### src/shared/qu_pkg.sv
// qu_pkg: constants shared by the quad uart host port, serial engine and channel logic
// assumes one 250 MHz core clock and a synchronous active-high reset
package qu_pkg;
  // ==========================================================
  // sizes
  localparam int QU_NUM_CH = 4;
  localparam int QU_DATA_W = 8;
  localparam int QU_ADDR_W = 3;
  // ==========================================================
  // register offsets on the three address bits
  localparam logic [2:0] QU_OFS_DATA = 3'h0;
  localparam logic [2:0] QU_OFS_IEN = 3'h1;
  localparam logic [2:0] QU_OFS_ISTAT = 3'h2;
  localparam logic [2:0] QU_OFS_EFR = 3'h3;
  localparam logic [2:0] QU_OFS_MCR = 3'h4;
  localparam logic [2:0] QU_OFS_LSTAT = 3'h5;
  localparam logic [2:0] QU_OFS_MSTAT = 3'h6;
  localparam logic [2:0] QU_OFS_DIV = 3'h7;
  // ==========================================================
  // field positions
  localparam int QU_MCR_DTR = 0;
  localparam int QU_MCR_RTS = 1;
  localparam int QU_MCR_IRQEN = 3;
  localparam int QU_MCR_LOOP = 4;
  localparam int QU_EFR_ARTS = 6;
  localparam int QU_EFR_ACTS = 7;
  localparam int QU_MSR_CTS = 4;
  localparam int QU_IS_RXERR = 0;
  localparam int QU_IS_RXDATA = 1;
  localparam int QU_IS_TXEMPTY = 2;
  localparam int QU_IS_MODEM = 3;
  // ==========================================================
  // reset values
  localparam logic [7:0] QU_IEN_RST = 8'h00;
  localparam logic [7:0] QU_EFR_RST = 8'h00;
  localparam logic [7:0] QU_MCR_RST = 8'h00;
  localparam logic [7:0] QU_DIV_RST = 8'h01;
  // ==========================================================
  // timing: core ticks per bit are div * oversample
  localparam logic [3:0] QU_OVS_LAST = 4'hF;
  localparam logic [3:0] QU_OVS_MID = 4'h7;
endpackage : qu_pkg

### src/hdl/qu_host_port.sv
// qu_host_port: turns the asynchronous-style host strobes into per-channel pulses
// assumes strobes, selects and address are already synchronous to core_clk
`timescale 1ns/1ns
module qu_host_port
  import qu_pkg::*;
#(
  parameter int NCH = QU_NUM_CH
)
(
  // clock and reset
  input wire logic core_clk,
  input wire logic reset,
  // host pins
  input wire logic [NCH-1:0] channel_select_n,
  input wire logic read_strobe_n,
  input wire logic write_strobe_n,
  input wire logic [2:0] addr,
  input wire logic [7:0] data_in,
  // per-channel access
  output logic [NCH-1:0] wr_stb,
  output logic [NCH-1:0] rd_on,
  output logic [NCH-1:0] rd_done,
  output logic [2:0] addr_q,
  output logic [7:0] wdata_q
);
  typedef struct packed {
    logic wr_n_q;
    logic [NCH-1:0] wr;
    logic [NCH-1:0] rd;
    logic [NCH-1:0] done;
    logic [2:0] a;
    logic [7:0] d;
  } qu_port_t;
  qu_port_t s_ff, nxt_s;
  logic [NCH-1:0] sel;

  // ==========================================================
  // strobe decode
  always_comb
  begin
    sel = ~channel_select_n; // RULE1
    nxt_s = s_ff;
    nxt_s.wr_n_q = write_strobe_n;
    // one write per strobe, taken on its first low cycle
    nxt_s.wr = (write_strobe_n || !s_ff.wr_n_q) ? '0 : sel; // RULE3
    nxt_s.rd = read_strobe_n ? '0 : sel; // RULE2
    nxt_s.done = s_ff.rd & ~nxt_s.rd;
    nxt_s.a = addr;
    nxt_s.d = data_in;
  end

  always_ff @(posedge core_clk)
  begin
    if (reset)
    begin
      s_ff <= '0;
      s_ff.wr_n_q <= 1'b1;
    end
    else
      s_ff <= nxt_s;
  end

  assign wr_stb = s_ff.wr;
  assign rd_on = s_ff.rd;
  assign rd_done = s_ff.done;
  assign addr_q = s_ff.a;
  assign wdata_q = s_ff.d;
endmodule : qu_host_port

### src/hdl/qu_serial.sv
// qu_serial: one 8N1 transmitter and receiver with 16x oversampling
// assumes rx_in is synchronous to core_clk; tx_req is held until tx_take
`timescale 1ns/1ns
module qu_serial
  import qu_pkg::*;
(
  // clock and reset
  input wire logic core_clk,
  input wire logic reset,
  // control
  input wire logic [7:0] div,
  input wire logic tx_req,
  input wire logic [7:0] tx_data,
  input wire logic cts_ok,
  input wire logic rx_in,
  // results
  output logic tx_out,
  output logic tx_take,
  output logic [7:0] rx_data,
  output logic rx_stb,
  output logic rx_ferr
);
  typedef struct packed {
    logic [7:0] dcnt;
    logic tx_on;
    logic [9:0] tx_sh;
    logic [3:0] tx_ph;
    logic [3:0] tx_bit;
    logic tx;
    logic take;
    logic rx_on;
    logic [3:0] rx_ph;
    logic [3:0] rx_bit;
    logic [7:0] rx_sh;
    logic [7:0] rx_d;
    logic stb;
    logic ferr;
  } qu_ser_t;
  qu_ser_t s_ff, nxt_s;
  logic tick;

  always_comb
  begin
    nxt_s = s_ff;
    nxt_s.take = 1'b0;
    nxt_s.stb = 1'b0;
    nxt_s.ferr = 1'b0;
    tick = (s_ff.dcnt == 8'h00);
    nxt_s.dcnt = tick ? ((div == 8'h00) ? 8'h00 : div - 8'h01) : s_ff.dcnt - 8'h01;
    // ==========================================================
    // transmitter, bit 0 of the character leaves first
    if (!s_ff.tx_on)
    begin
      if (tx_req && cts_ok) // RULE6
      begin
        nxt_s.tx_on = 1'b1;
        nxt_s.tx_sh = {1'b1, tx_data, 1'b0}; // RULE4
        nxt_s.tx_ph = 4'h0;
        nxt_s.tx_bit = 4'h0;
        nxt_s.take = 1'b1;
      end
    end
    else if (tick)
    begin
      nxt_s.tx_ph = s_ff.tx_ph + 4'h1;
      if (s_ff.tx_ph == QU_OVS_LAST)
      begin
        nxt_s.tx_sh = {1'b1, s_ff.tx_sh[9:1]};
        nxt_s.tx_bit = s_ff.tx_bit + 4'h1;
        if (s_ff.tx_bit == 4'h9)
          nxt_s.tx_on = 1'b0;
      end
    end
    nxt_s.tx = nxt_s.tx_on ? nxt_s.tx_sh[0] : 1'b1;
    // ==========================================================
    // receiver, start bit checked at mid-bit
    if (!s_ff.rx_on)
    begin
      if (!rx_in)
      begin
        nxt_s.rx_on = 1'b1;
        nxt_s.rx_ph = 4'h0;
        nxt_s.rx_bit = 4'h0;
      end
    end
    else if (tick)
    begin
      nxt_s.rx_ph = s_ff.rx_ph + 4'h1;
      if (s_ff.rx_ph == ((s_ff.rx_bit == 4'h0) ? QU_OVS_MID : QU_OVS_LAST))
      begin
        nxt_s.rx_ph = 4'h0;
        nxt_s.rx_bit = s_ff.rx_bit + 4'h1;
        if (s_ff.rx_bit == 4'h0)
          nxt_s.rx_on = !rx_in;
        else if (s_ff.rx_bit == 4'h9)
        begin
          nxt_s.rx_on = 1'b0;
          nxt_s.rx_d = s_ff.rx_sh;
          nxt_s.stb = rx_in;
          nxt_s.ferr = !rx_in;
        end
        else
          nxt_s.rx_sh = {rx_in, s_ff.rx_sh[7:1]}; // RULE4
      end
    end
  end

  always_ff @(posedge core_clk)
  begin
    if (reset)
    begin
      s_ff <= '0;
      s_ff.tx <= 1'b1;
    end
    else
      s_ff <= nxt_s;
  end

  assign tx_out = s_ff.tx;
  assign tx_take = s_ff.take;
  assign rx_data = s_ff.rx_d;
  assign rx_stb = s_ff.stb;
  assign rx_ferr = s_ff.ferr;
endmodule : qu_serial

### src/hdl/qu_uart.sv
// qu_uart: quad uart channel registers, modem pins, interrupts and combined dma ready
// assumes all pins synchronous to core_clk; interrupt and data pins resolved outside
//
// Behaviour
// RULE1: a channel answers strobes only while its active-low select is low.
// RULE2: read strobe low drives the addressed channel register onto the data bus.
// RULE3: write strobe low stores the data bus into the addressed register.
// RULE4: data bit 0 is the first serial bit sent and received.
// RULE5: modem status bit 4 shows the clear-to-send input.
// RULE6: clear-to-send holds transmission only when auto-cts feature bit 7 is set.
// RULE7: dtr output low when modem control bit 0 is one; high after reset.
// RULE8: channel interrupt high only with bit 3 or force select, enable and a pending condition.
// RULE9: interrupt outputs are high impedance after reset.
// RULE10: force-select input high drives interrupts continuously, ignoring bit 3.
// RULE11: reset clears registers and outputs and idles transmitter and receiver.
// RULE12: rising ring-indicator input raises an enabled modem status interrupt.
// RULE13: rts output low when modem control bit 1 is one; high after reset.
// RULE14: rts joins flow control only when auto-rts feature bit 6 is set.
// RULE15: loopback disconnects the receive pin and feeds transmit data to receiver.
// RULE16: combined rx ready low while any channel holds data, high when all empty.
// RULE17: combined tx ready low while any channel has room, high when all full.
// RULE18: host holds address and select during a strobe, one strobe at a time.
`timescale 1ns/1ns
module qu_uart
  import qu_pkg::*;
#(
  parameter int NCH = QU_NUM_CH
)
(
  // clock and reset
  input wire logic core_clk,
  input wire logic reset,
  // host bus
  input wire logic [NCH-1:0] channel_select_n,
  input wire logic read_strobe_n,
  input wire logic write_strobe_n,
  input wire logic [2:0] addr,
  input wire logic [7:0] data_in,
  output logic [7:0] data_out,
  output logic data_oe_n,
  // serial lines
  output logic [NCH-1:0] tx,
  input wire logic [NCH-1:0] rx,
  // modem pins
  input wire logic [NCH-1:0] cts_n,
  input wire logic [NCH-1:0] dsr_n,
  input wire logic [NCH-1:0] dcd_n,
  input wire logic [NCH-1:0] ri_n,
  output logic [NCH-1:0] rts_n,
  output logic [NCH-1:0] dtr_n,
  // interrupts
  input wire logic irq_force_select,
  output logic [NCH-1:0] channel_irq,
  output logic [NCH-1:0] channel_irq_oe_n,
  // dma ready
  output logic rx_ready_n,
  output logic tx_ready_n
);
  // ==========================================================
  // parameter check
  if (NCH < 1 || NCH > 8)
  begin : g_bad_nch
    $error("qu_uart: NCH must be 1 to 8");
  end

  typedef struct packed {
    logic [7:0] ien;
    logic [3:0] istat;
    logic [7:0] enhanced_feature_reg;
    logic [7:0] modem_control_reg;
    logic [7:0] div;
    logic [7:0] thr;
    logic thr_full;
    logic [7:0] rhr;
    logic rhr_full;
    logic overrun;
    logic ferr;
    logic [3:0] mdelta;
    logic cts_q;
    logic dsr_q;
    logic dcd_q;
    logic ri_q;
    logic rts_n;
    logic dtr_n;
    logic irq;
    logic irq_oe_n;
    logic tx;
  } qu_chan_t;

  typedef struct packed {
    logic [7:0] dout;
    logic doe_n;
    logic rxr_n;
    logic txr_n;
  } qu_top_t;

  // ==========================================================
  // host port
  logic [NCH-1:0] wr_stb;
  logic [NCH-1:0] rd_on;
  logic [NCH-1:0] rd_done;
  logic [2:0] addr_q;
  logic [7:0] wdata_q;
  logic [NCH-1:0][7:0] rd_val;
  logic [NCH-1:0] rx_full;
  logic [NCH-1:0] tx_full;

  qu_host_port #(
    .NCH(NCH)
  ) u_port (
    .core_clk(core_clk),
    .reset(reset),
    .channel_select_n(channel_select_n),
    .read_strobe_n(read_strobe_n),
    .write_strobe_n(write_strobe_n),
    .addr(addr),
    .data_in(data_in),
    .wr_stb(wr_stb),
    .rd_on(rd_on),
    .rd_done(rd_done),
    .addr_q(addr_q),
    .wdata_q(wdata_q)
  );

  // ==========================================================
  // channels
  for (genvar c = 0; c < NCH; c++)
  begin : g_ch
    qu_chan_t s_ff, nxt_s;
    logic ser_tx;
    logic tx_take;
    logic [7:0] rx_byte;
    logic rx_stb;
    logic rx_ferr;
    logic ser_rx;
    logic cts_ok;
    logic [7:0] modem_status_reg;
    logic [7:0] lsr;
    logic [3:0] ev;
    logic drive;

    // loopback feeds the transmitter back and ignores the pin
    assign ser_rx = s_ff.modem_control_reg[QU_MCR_LOOP] ? ser_tx : rx[c]; // RULE15
    assign cts_ok = !s_ff.enhanced_feature_reg[QU_EFR_ACTS] || !cts_n[c]; // RULE6
    assign modem_status_reg = {~dcd_n[c], ~ri_n[c], ~dsr_n[c], ~cts_n[c], s_ff.mdelta}; // RULE5
    assign lsr = {1'b0, !s_ff.thr_full && s_ff.tx == 1'b1, !s_ff.thr_full,
                  3'h0, s_ff.ferr || s_ff.overrun, s_ff.rhr_full};

    qu_serial u_ser (
      .core_clk(core_clk),
      .reset(reset),
      .div(s_ff.div),
      .tx_req(s_ff.thr_full),
      .tx_data(s_ff.thr),
      .cts_ok(cts_ok),
      .rx_in(ser_rx),
      .tx_out(ser_tx),
      .tx_take(tx_take),
      .rx_data(rx_byte),
      .rx_stb(rx_stb),
      .rx_ferr(rx_ferr)
    );

    // ==========================================================
    // register read mux
    always_comb
    begin
      case (addr_q)
        QU_OFS_DATA: rd_val[c] = s_ff.rhr;
        QU_OFS_IEN: rd_val[c] = s_ff.ien;
        QU_OFS_ISTAT: rd_val[c] = {4'h0, s_ff.istat};
        QU_OFS_EFR: rd_val[c] = s_ff.enhanced_feature_reg;
        QU_OFS_MCR: rd_val[c] = s_ff.modem_control_reg;
        QU_OFS_LSTAT: rd_val[c] = lsr;
        QU_OFS_MSTAT: rd_val[c] = modem_status_reg;
        QU_OFS_DIV: rd_val[c] = s_ff.div;
        default: rd_val[c] = 8'h00;
      endcase
    end

    // ==========================================================
    // channel state
    always_comb
    begin
      nxt_s = s_ff;
      ev = 4'h0;
      nxt_s.cts_q = cts_n[c];
      nxt_s.dsr_q = dsr_n[c];
      nxt_s.dcd_q = dcd_n[c];
      nxt_s.ri_q = ri_n[c];
      // reads that consume state, at the end of the strobe
      if (rd_done[c] && addr_q == QU_OFS_DATA)
        nxt_s.rhr_full = 1'b0;
      if (rd_done[c] && addr_q == QU_OFS_MSTAT)
        nxt_s.mdelta = 4'h0;
      if (rd_done[c] && addr_q == QU_OFS_LSTAT)
      begin
        nxt_s.overrun = 1'b0;
        nxt_s.ferr = 1'b0;
      end
      if (tx_take)
        nxt_s.thr_full = 1'b0;
      // writes
      if (wr_stb[c]) // RULE3
      begin
        case (addr_q)
          QU_OFS_DATA:
          begin
            nxt_s.thr = wdata_q;
            nxt_s.thr_full = 1'b1;
          end
          QU_OFS_IEN: nxt_s.ien = wdata_q;
          QU_OFS_ISTAT: nxt_s.istat = s_ff.istat & ~wdata_q[3:0];
          QU_OFS_EFR: nxt_s.enhanced_feature_reg = wdata_q;
          QU_OFS_MCR: nxt_s.modem_control_reg = wdata_q;
          QU_OFS_DIV: nxt_s.div = wdata_q;
          default: nxt_s.div = s_ff.div;
        endcase
      end
      // receive path, a byte landing on unread data is an overrun
      if (rx_stb)
      begin
        nxt_s.rhr = rx_byte;
        nxt_s.rhr_full = 1'b1;
        nxt_s.overrun = s_ff.rhr_full ? 1'b1 : nxt_s.overrun;
        ev[QU_IS_RXDATA] = 1'b1;
        ev[QU_IS_RXERR] = s_ff.rhr_full;
      end
      if (rx_ferr)
      begin
        nxt_s.ferr = 1'b1;
        ev[QU_IS_RXERR] = 1'b1;
      end
      ev[QU_IS_TXEMPTY] = tx_take;
      // modem deltas; ring counts only on its trailing edge
      if (cts_n[c] != s_ff.cts_q)
        nxt_s.mdelta[0] = 1'b1;
      if (dsr_n[c] != s_ff.dsr_q)
        nxt_s.mdelta[1] = 1'b1;
      if (ri_n[c] && !s_ff.ri_q) // RULE12
        nxt_s.mdelta[2] = 1'b1;
      if (dcd_n[c] != s_ff.dcd_q)
        nxt_s.mdelta[3] = 1'b1;
      ev[QU_IS_MODEM] = (cts_n[c] != s_ff.cts_q) || (dsr_n[c] != s_ff.dsr_q)
                        || (ri_n[c] && !s_ff.ri_q) || (dcd_n[c] != s_ff.dcd_q); // RULE12
      // events win over a same-cycle write-one clear
      nxt_s.istat = nxt_s.istat | ev;
      // ==========================================================
      // pins
      nxt_s.dtr_n = !nxt_s.modem_control_reg[QU_MCR_DTR]; // RULE7
      nxt_s.rts_n = !(nxt_s.modem_control_reg[QU_MCR_RTS]
                      && (!nxt_s.enhanced_feature_reg[QU_EFR_ARTS] || !nxt_s.rhr_full)); // RULE13 RULE14
      drive = nxt_s.modem_control_reg[QU_MCR_IRQEN] || irq_force_select; // RULE10
      nxt_s.irq = drive && |(nxt_s.istat & nxt_s.ien[3:0]); // RULE8
      nxt_s.irq_oe_n = !drive; // RULE9
      nxt_s.tx = nxt_s.modem_control_reg[QU_MCR_LOOP] ? 1'b1 : ser_tx; // RULE15
    end

    always_ff @(posedge core_clk)
    begin
      if (reset) // RULE11
      begin
        s_ff <= '0;
        s_ff.ien <= QU_IEN_RST;
        s_ff.enhanced_feature_reg <= QU_EFR_RST;
        s_ff.modem_control_reg <= QU_MCR_RST;
        s_ff.div <= QU_DIV_RST;
        s_ff.cts_q <= 1'b1;
        s_ff.dsr_q <= 1'b1;
        s_ff.dcd_q <= 1'b1;
        s_ff.ri_q <= 1'b1;
        s_ff.rts_n <= 1'b1; // RULE13
        s_ff.dtr_n <= 1'b1; // RULE7
        s_ff.irq_oe_n <= 1'b1; // RULE9
        s_ff.tx <= 1'b1;
      end
      else
        s_ff <= nxt_s;
    end

    assign tx[c] = s_ff.tx;
    assign rts_n[c] = s_ff.rts_n;
    assign dtr_n[c] = s_ff.dtr_n;
    assign channel_irq[c] = s_ff.irq;
    assign channel_irq_oe_n[c] = s_ff.irq_oe_n;
    assign rx_full[c] = s_ff.rhr_full;
    assign tx_full[c] = s_ff.thr_full;
  end

  // ==========================================================
  // shared data bus and dma ready
  qu_top_t t_ff, nxt_t;

  always_comb
  begin
    nxt_t = t_ff;
    nxt_t.dout = 8'h00;
    for (int i = 0; i < NCH; i++)
    begin
      if (rd_on[i]) // RULE2
        nxt_t.dout = nxt_t.dout | rd_val[i];
    end
    nxt_t.doe_n = !(|rd_on);
    nxt_t.rxr_n = !(|rx_full); // RULE16
    nxt_t.txr_n = &tx_full; // RULE17
  end

  always_ff @(posedge core_clk)
  begin
    if (reset)
    begin
      t_ff <= '0;
      t_ff.doe_n <= 1'b1;
      t_ff.rxr_n <= 1'b1;
      t_ff.txr_n <= 1'b0;
    end
    else
      t_ff <= nxt_t;
  end

  assign data_out = t_ff.dout;
  assign data_oe_n = t_ff.doe_n;
  assign rx_ready_n = t_ff.rxr_n;
  assign tx_ready_n = t_ff.txr_n;
endmodule : qu_uart

### config.mk
export PLATFORM = sky130hd
export DESIGN_NAME = qu_uart
export DESIGN_NICKNAME = d
export VERILOG_FILES = /design/src/shared/qu_pkg.sv /design/src/hdl/qu_host_port.sv /design/src/hdl/qu_serial.sv /design/src/hdl/qu_uart.sv
export SDC_FILE = /design/constraint.sdc
export NUM_CORES = 1
export LEC_CHECK = 0
export BUFFER_PORTS_ARGS = -buffer_cell sky130_fd_sc_hd__buf_2
export CELL_PAD_IN_SITES_DETAIL_PLACEMENT = 2
export CELL_PAD_IN_SITES_GLOBAL_PLACEMENT = 2
export CORE_ASPECT_RATIO = 1.2
export CORE_MARGIN = 1
export CORE_UTILIZATION = 35
export CTS_CLUSTER_SIZE = 10
export DETAILED_ROUTE_END_ITERATION = 8
export PLACE_DENSITY_LB_ADDON = 0.15
export SKIP_CTS_REPAIR_TIMING = 1
export SYNTH_ARGS = -nofsm -noshare
export SYNTH_HDL_FRONTEND = slang
export SYNTH_SLANG_ARGS = --single-unit
### constraint.sdc
create_clock -name core_clk -period 2.2 [get_ports core_clk]
set_input_delay 0.44 -clock core_clk [delete_from_list [all_inputs] [get_ports core_clk]]
set_output_delay 0.44 -clock core_clk [all_outputs]
set_load 0.01 [all_outputs]
After elaboration in Yosys (flattened, before gate mapping)
Index checks and enable logic that the tools add are counted.

storage, ports and cells
  bits in registers = 535
  bits of input ports = 40
  output and inout bits = 31
  word-level logic and storage cells = 694

operators by class
  add/sub/neg operators = 24
  equality and inequality tests = 55
  multiplexer cells = 169
  bitwise gates (word level) = 59
  reduce and logical (&&, ||, !) cells = 209

operators with widths
  operator             number
  $pmux 8 s8           4
  $mux 19              12
  $mux 8               28
  $mux 27              8
  $mux 41              4
  $mux 9               12
  $mux 4               21
  $mux 18              4
  $add 4x1->4 const B  16
  $logic_not 8->1      8
  $sub 8x1->8 const B  8
  $mux 1               56
  $reduce_and 2->1     28
  $eq 4x4->1 const B   12
  $reduce_bool 2->1    24
  $mux 11              4
  $logic_not 1->1      43
  $mux 10              4
  $ne 2x2->1 const B   20
  $not 1->1            40
  $reduce_and 5->1     8
  $and 4x4->4          9
  $logic_and 1x1->1    32
  $logic_or 1x1->1     29
  16 further kinds     82

Depth between registers and ports, before layout
  depth after elaboration = 10
  depth in mapped cells = 8
  gate-level depth less buffers = 7

Hierarchy
Synthesis repeated with hierarchy kept, for this count alone.

unflattened totals
  cells, all modules = 2736
  area, all modules = 24218.2 um^2

modules (own cells, without submodules)
  module                         instances  cells each  area each (um^2)  sequential area each (um^2)
  qu_uart                        1          1432        12170.4           5745.5
  qu_serial (g_ch[0].u_ser ...)  3          306         2813.9            1121.1
  qu_serial (g_ch[3].u_ser)      1          307         2771.4            1121.1
  qu_host_port                   1          79          834.6             480.5

Least setup slack after synthesis
OpenSTA, ideal clock, no wires.

  path kind = reg2reg
  start point = reg g_ch[1].u_ser.s_ff[48] (netlist bit)
  end point = reg g_ch[1].u_ser.s_ff (netlist bit g_ch[1].u_ser.rx_data[5])
  library setup time = 0.128 ns
  data arrival time = 1.917 ns
  data required time = 2.072 ns
  setup slack = 0.155 ns
  cell stages (with the launch flop) = 8
  buffers on the path = 0
  cell sequence = dfxtp_1 -> inv_1 -> ha_1 -> nor3b_1 -> nand3_2 -> nor4_4 -> mux2i_1 -> nor2_1

on the way
  cells in the longest elaborated chain, start to end = 2

ends and longest elaborated chain
  what                        line              text
  start, declared             qu_serial.sv:39   qu_ser_t s_ff, nxt_s;
  start signal, assigned      qu_serial.sv:116  s_ff <= nxt_s;
  $logic_not 8->1             qu_serial.sv:48   tick = (s_ff.dcnt == 8'h00);
  $reduce_and 5->1 (no line)  -

Every way passes these cells.
A chain may end at the register's enable or synchronous reset.

Worst setup path after layout
  start point = reg u_port.s_ff (netlist bit u_port.addr_q[1])
  end point = reg t_ff (netlist bit data_out[4])

on the way
  cells in the longest elaborated chain, start to end = 9

ends and longest elaborated chain
  what                                      line                text
  start, declared                           qu_host_port.sv:34  qu_port_t s_ff, nxt_s;
  start signal, assigned                    qu_host_port.sv:60  s_ff <= nxt_s;
  $eq 3x3->1, or another cell as far along  qu_uart.sv:168      case (addr_q)
  $pmux 8 s8                                qu_uart.sv:168
  $mux 8                                    qu_uart.sv:300      if (rd_on[i])
  $or 8x8->8                                qu_uart.sv:301      nxt_t.dout = nxt_t.dout | rd_val[i];
  $mux 8                                    qu_uart.sv:300
  $or 8x8->8                                qu_uart.sv:301
  $mux 8                                    qu_uart.sv:300
  $or 8x8->8                                qu_uart.sv:301
  $mux 8 (*)                                qu_uart.sv:300
  end signal, assigned                      qu_uart.sv:318      t_ff <= nxt_t;
  end, declared                             qu_uart.sv:292      qu_top_t t_ff, nxt_t;

Every way passes the cells marked *; elsewhere a longest branch is shown, timed or not.

==> impl_results.md <==
* Synth area leader: dfxtp_1
* Post-synth EDFFs at 0
* Hold path startpoint: write_strobe_n
* R2R Path Start: u_port.addr_q[1]
* VDD IR max at 476 µV
* Antenna violations before repair at 4
* First-pass GRT wire length at 132 mm
* Area contributors post-synth: dfxtp_1 (46%), mux2i_1 (8.0%), nand2_1 (6.5%), a21oi_1 (5.6%), nor2_1 (4.6%)
* Hold Worst Slack at 0.0299 ns
* H-tree Lvls at 3
* Outcome: finished clean
* Area of the mapped netlist at 23200 µm²
* Fraction of layout cells with a size suffix above 1 at 15.9%
* Main flop type after synthesis: dfxtp_1
* Startpoint Class: flip-flop
* Root Buffer: clkbuf_16
* CP Data Required Time at about 2.7 ns
* Seq cells post-synth at 535
* Remaining DRCs at 0
* Die area at 67300 µm²
* DPL Wire Length at 60.9 mm
* Clock latency on the worst-skew pair at about 0.60 ns
* Hold Crit Depth at 3
* CP peak stage delay at 0.51 ns
* Max Cap Viol at 0
* Worst Skew at 0.0169 ns
* DRT iter0 DRCs at 843
* Clk slew on worst S/H paths at 0.06 ns
* R2r setup slk at 0.06 ns
* Max_slew headroom at 53.2%
* Cell Rows at a little over 100
* Routed vias at 20197
* CTS buffer count at between 60 and 70
* Final min period at 2.14 ns
* Congestion Overflow GR at 0
* Cell variety after synth at 80
* DR vias/cell at 5.55
* Slowest-stage cell, CP: dfxtp_2
* Port Buffer Count at 70
* Largest net degree at the start of global routing at 132
* RR Endpoint: data_out[4]
* Syn Inst Count at 2653
* Power per Cell Area at 907 nW/µm²
* Final period util at 97.2%
* Io pins at 71
* GPL Wtd Cong at 0.848
* Final nets at 2855
* Leak pwr at 9.70 nW
* Pre-Repair DR Iteration Count at 5
* Initial Util at 35.3%
* Asr flop ratio synth at 0%
* CP arrival at 2.64 ns
* Most frequent cells in the layout: dfxtp_1 (524), nand2_1 (403), nor2_1 (287)
* Final ANT Viol Nets at 0
* Mean Syn Cell Area at 8.74 µm²
* Clock Tree Buf Depth at 3
* Count of inserted antenna diode cells at 0
* Most Frequent Cell on Critical Path: o22ai_1
* Die Y-Extent at 284 µm
* Yosys top cell area share at a little under half
* Crit. End Element: flip-flop
* Syn Nets at around 2700
* Final Hold Violating Endpoints at 0
* Hold/Removal Path Class: input port to flip-flop
* TritonCTS clock tree: yes
* Final slew viol count at 0
* R2r worst-path depth at 6
* Worst slew pin tran at 0.702 ns
* Clock Sinks at around 540
* Worst setup path class: flip-flop to flip-flop
* Core ar. at ~66000 µm²
* Biggest register: g_ch.s_ff
* Hold EP: u_port.s_ff[23]
* F_max at between 0.4 and 0.5 GHz
* Total track usage at 25.1%
* Most common cell after layout, fill and taps aside: dfxtp_1
* Final setup violation count at 0
* Max FFs per register at 236
* Setup TNS at 0 ns
* Wirelength per Cell at roughly 23 µm
* Worst-path cell chain: nand2_1, buf_4, o22ai_1, o221ai_1, o22ai_1, o31a_1
* Die X at 237 µm
* Total Wirelength at 85.5 mm
* Worst Path Max Fanout at 12
* Area grow syn2layout at 17.8%
* Register area share after synthesis at approximately 46%
* Yosys Warn Count at 0
* Vias in the first global route at 22159
cells by family after synthesis:
group / share of synthesized area (%)
AND/OR/NAND/NOR: 20.7
AO/OA/AOI/OAI: 15.5
flip-flops: 46.2
buffers and inverters: 4.37
multiplexers: 8.62
XOR/XNOR: 2.45
adder cells (fa/ha/maj): 2.16
layout make-up:
cell class / instances / area, µm²
Clock buffer: 85 / 1820
Clock inverter: 9 / 82.6
Fill cell: 7214 / 38400
Inverter: 52 / 195
Multi-Input combinational cell: 1883 / 11700
Sequential cell: 535 / 10700
Tap cell: 840 / 1050
Timing Repair Buffer: 237 / 1780
through the flow:
| stage | setup WS, ns | instance area [µm²] | utilization, % | total power [mW] | std cells |
|---|---|---|---|---|---|
| after detailed placement | -0.223 | 25100 | 38.2 | 14.8 | 3532 |
| after floorplan | 0.155 | 23200 | - | 13.3 | 2653 |
| after global placement | -0.211 | 25100 | 38.2 | 14.6 | 3532 |
| final | 0.0610 | 27300 | 41.6 | 24.8 | 3641 |
| after global routing | -0.0493 | 27300 | 41.6 | 25.8 | 3641 |
| after CTS | -0.245 | 27000 | 41.1 | 25.0 | 3626 |
critical path: cells and delay by family, from the launching register on:
family	cells	cell delay (ns)
AO/OA/AOI/OAI	4	0.97
buffers and inverters	1	0.26
flip-flops	1	0.51
AND/OR/NAND/NOR	1	0.30
where the power goes:
part | switching, mW | internal (mW)
Clock | 4.21 | 5.78
Sequential | 0.450 | 10.1
Combinational | 2.45 | 1.81
per-layer routing:
metal  global-route usage [%]  wire, µm  vias to the layer above
li1                         -         -                     9448
met1                     29.4     35800                    10308
met2                     46.4     44700                      308
met3                     3.35      2550                      129
met4                     8.80      2400                        4
met5                        0        30                        -
worst max-delay path by stage:
stage | from | slack, ns | endpoint | cells after the start
floorplan | g_ch[1].u_ser.s_ff[48] | 0.16 | g_ch[1].u_ser.rx_data[5] | 7
global placement | u_port.addr_q[2] | -0.21 | data_out[4] | 6
detailed placement | u_port.addr_q[2] | -0.22 | data_out[4] | 6
CTS | u_port.addr_q[2] | -0.24 | data_out[4] | 6
global route | g_ch[2].u_ser.s_ff[51] | -0.05 | g_ch[2].u_ser.rx_data[2] | 8
finish | u_port.addr_q[1] | 0.06 | data_out[4] | 6
cell usage after synthesis (18+ instances only):
cell      number
o221ai_1      18
nand2_1      403
o21ai_0       58
buf_1         19
buf_2         26
nor2_1       287
buf_4         22
nor2b_1       39
mux2i_1      185
dfxtp_1      535
o22a_1        25
a22oi_1       38
nand4_1       34
nand2b_1      24
inv_1         51
clkbuf_1     114
xnor2_1       40
xor2_1        23
ha_1          40
nor3_1        45
a21oi_1      261
nand3_1       46
or3_1         19
or2_2         20
Power figures use the tool's default switching activity.
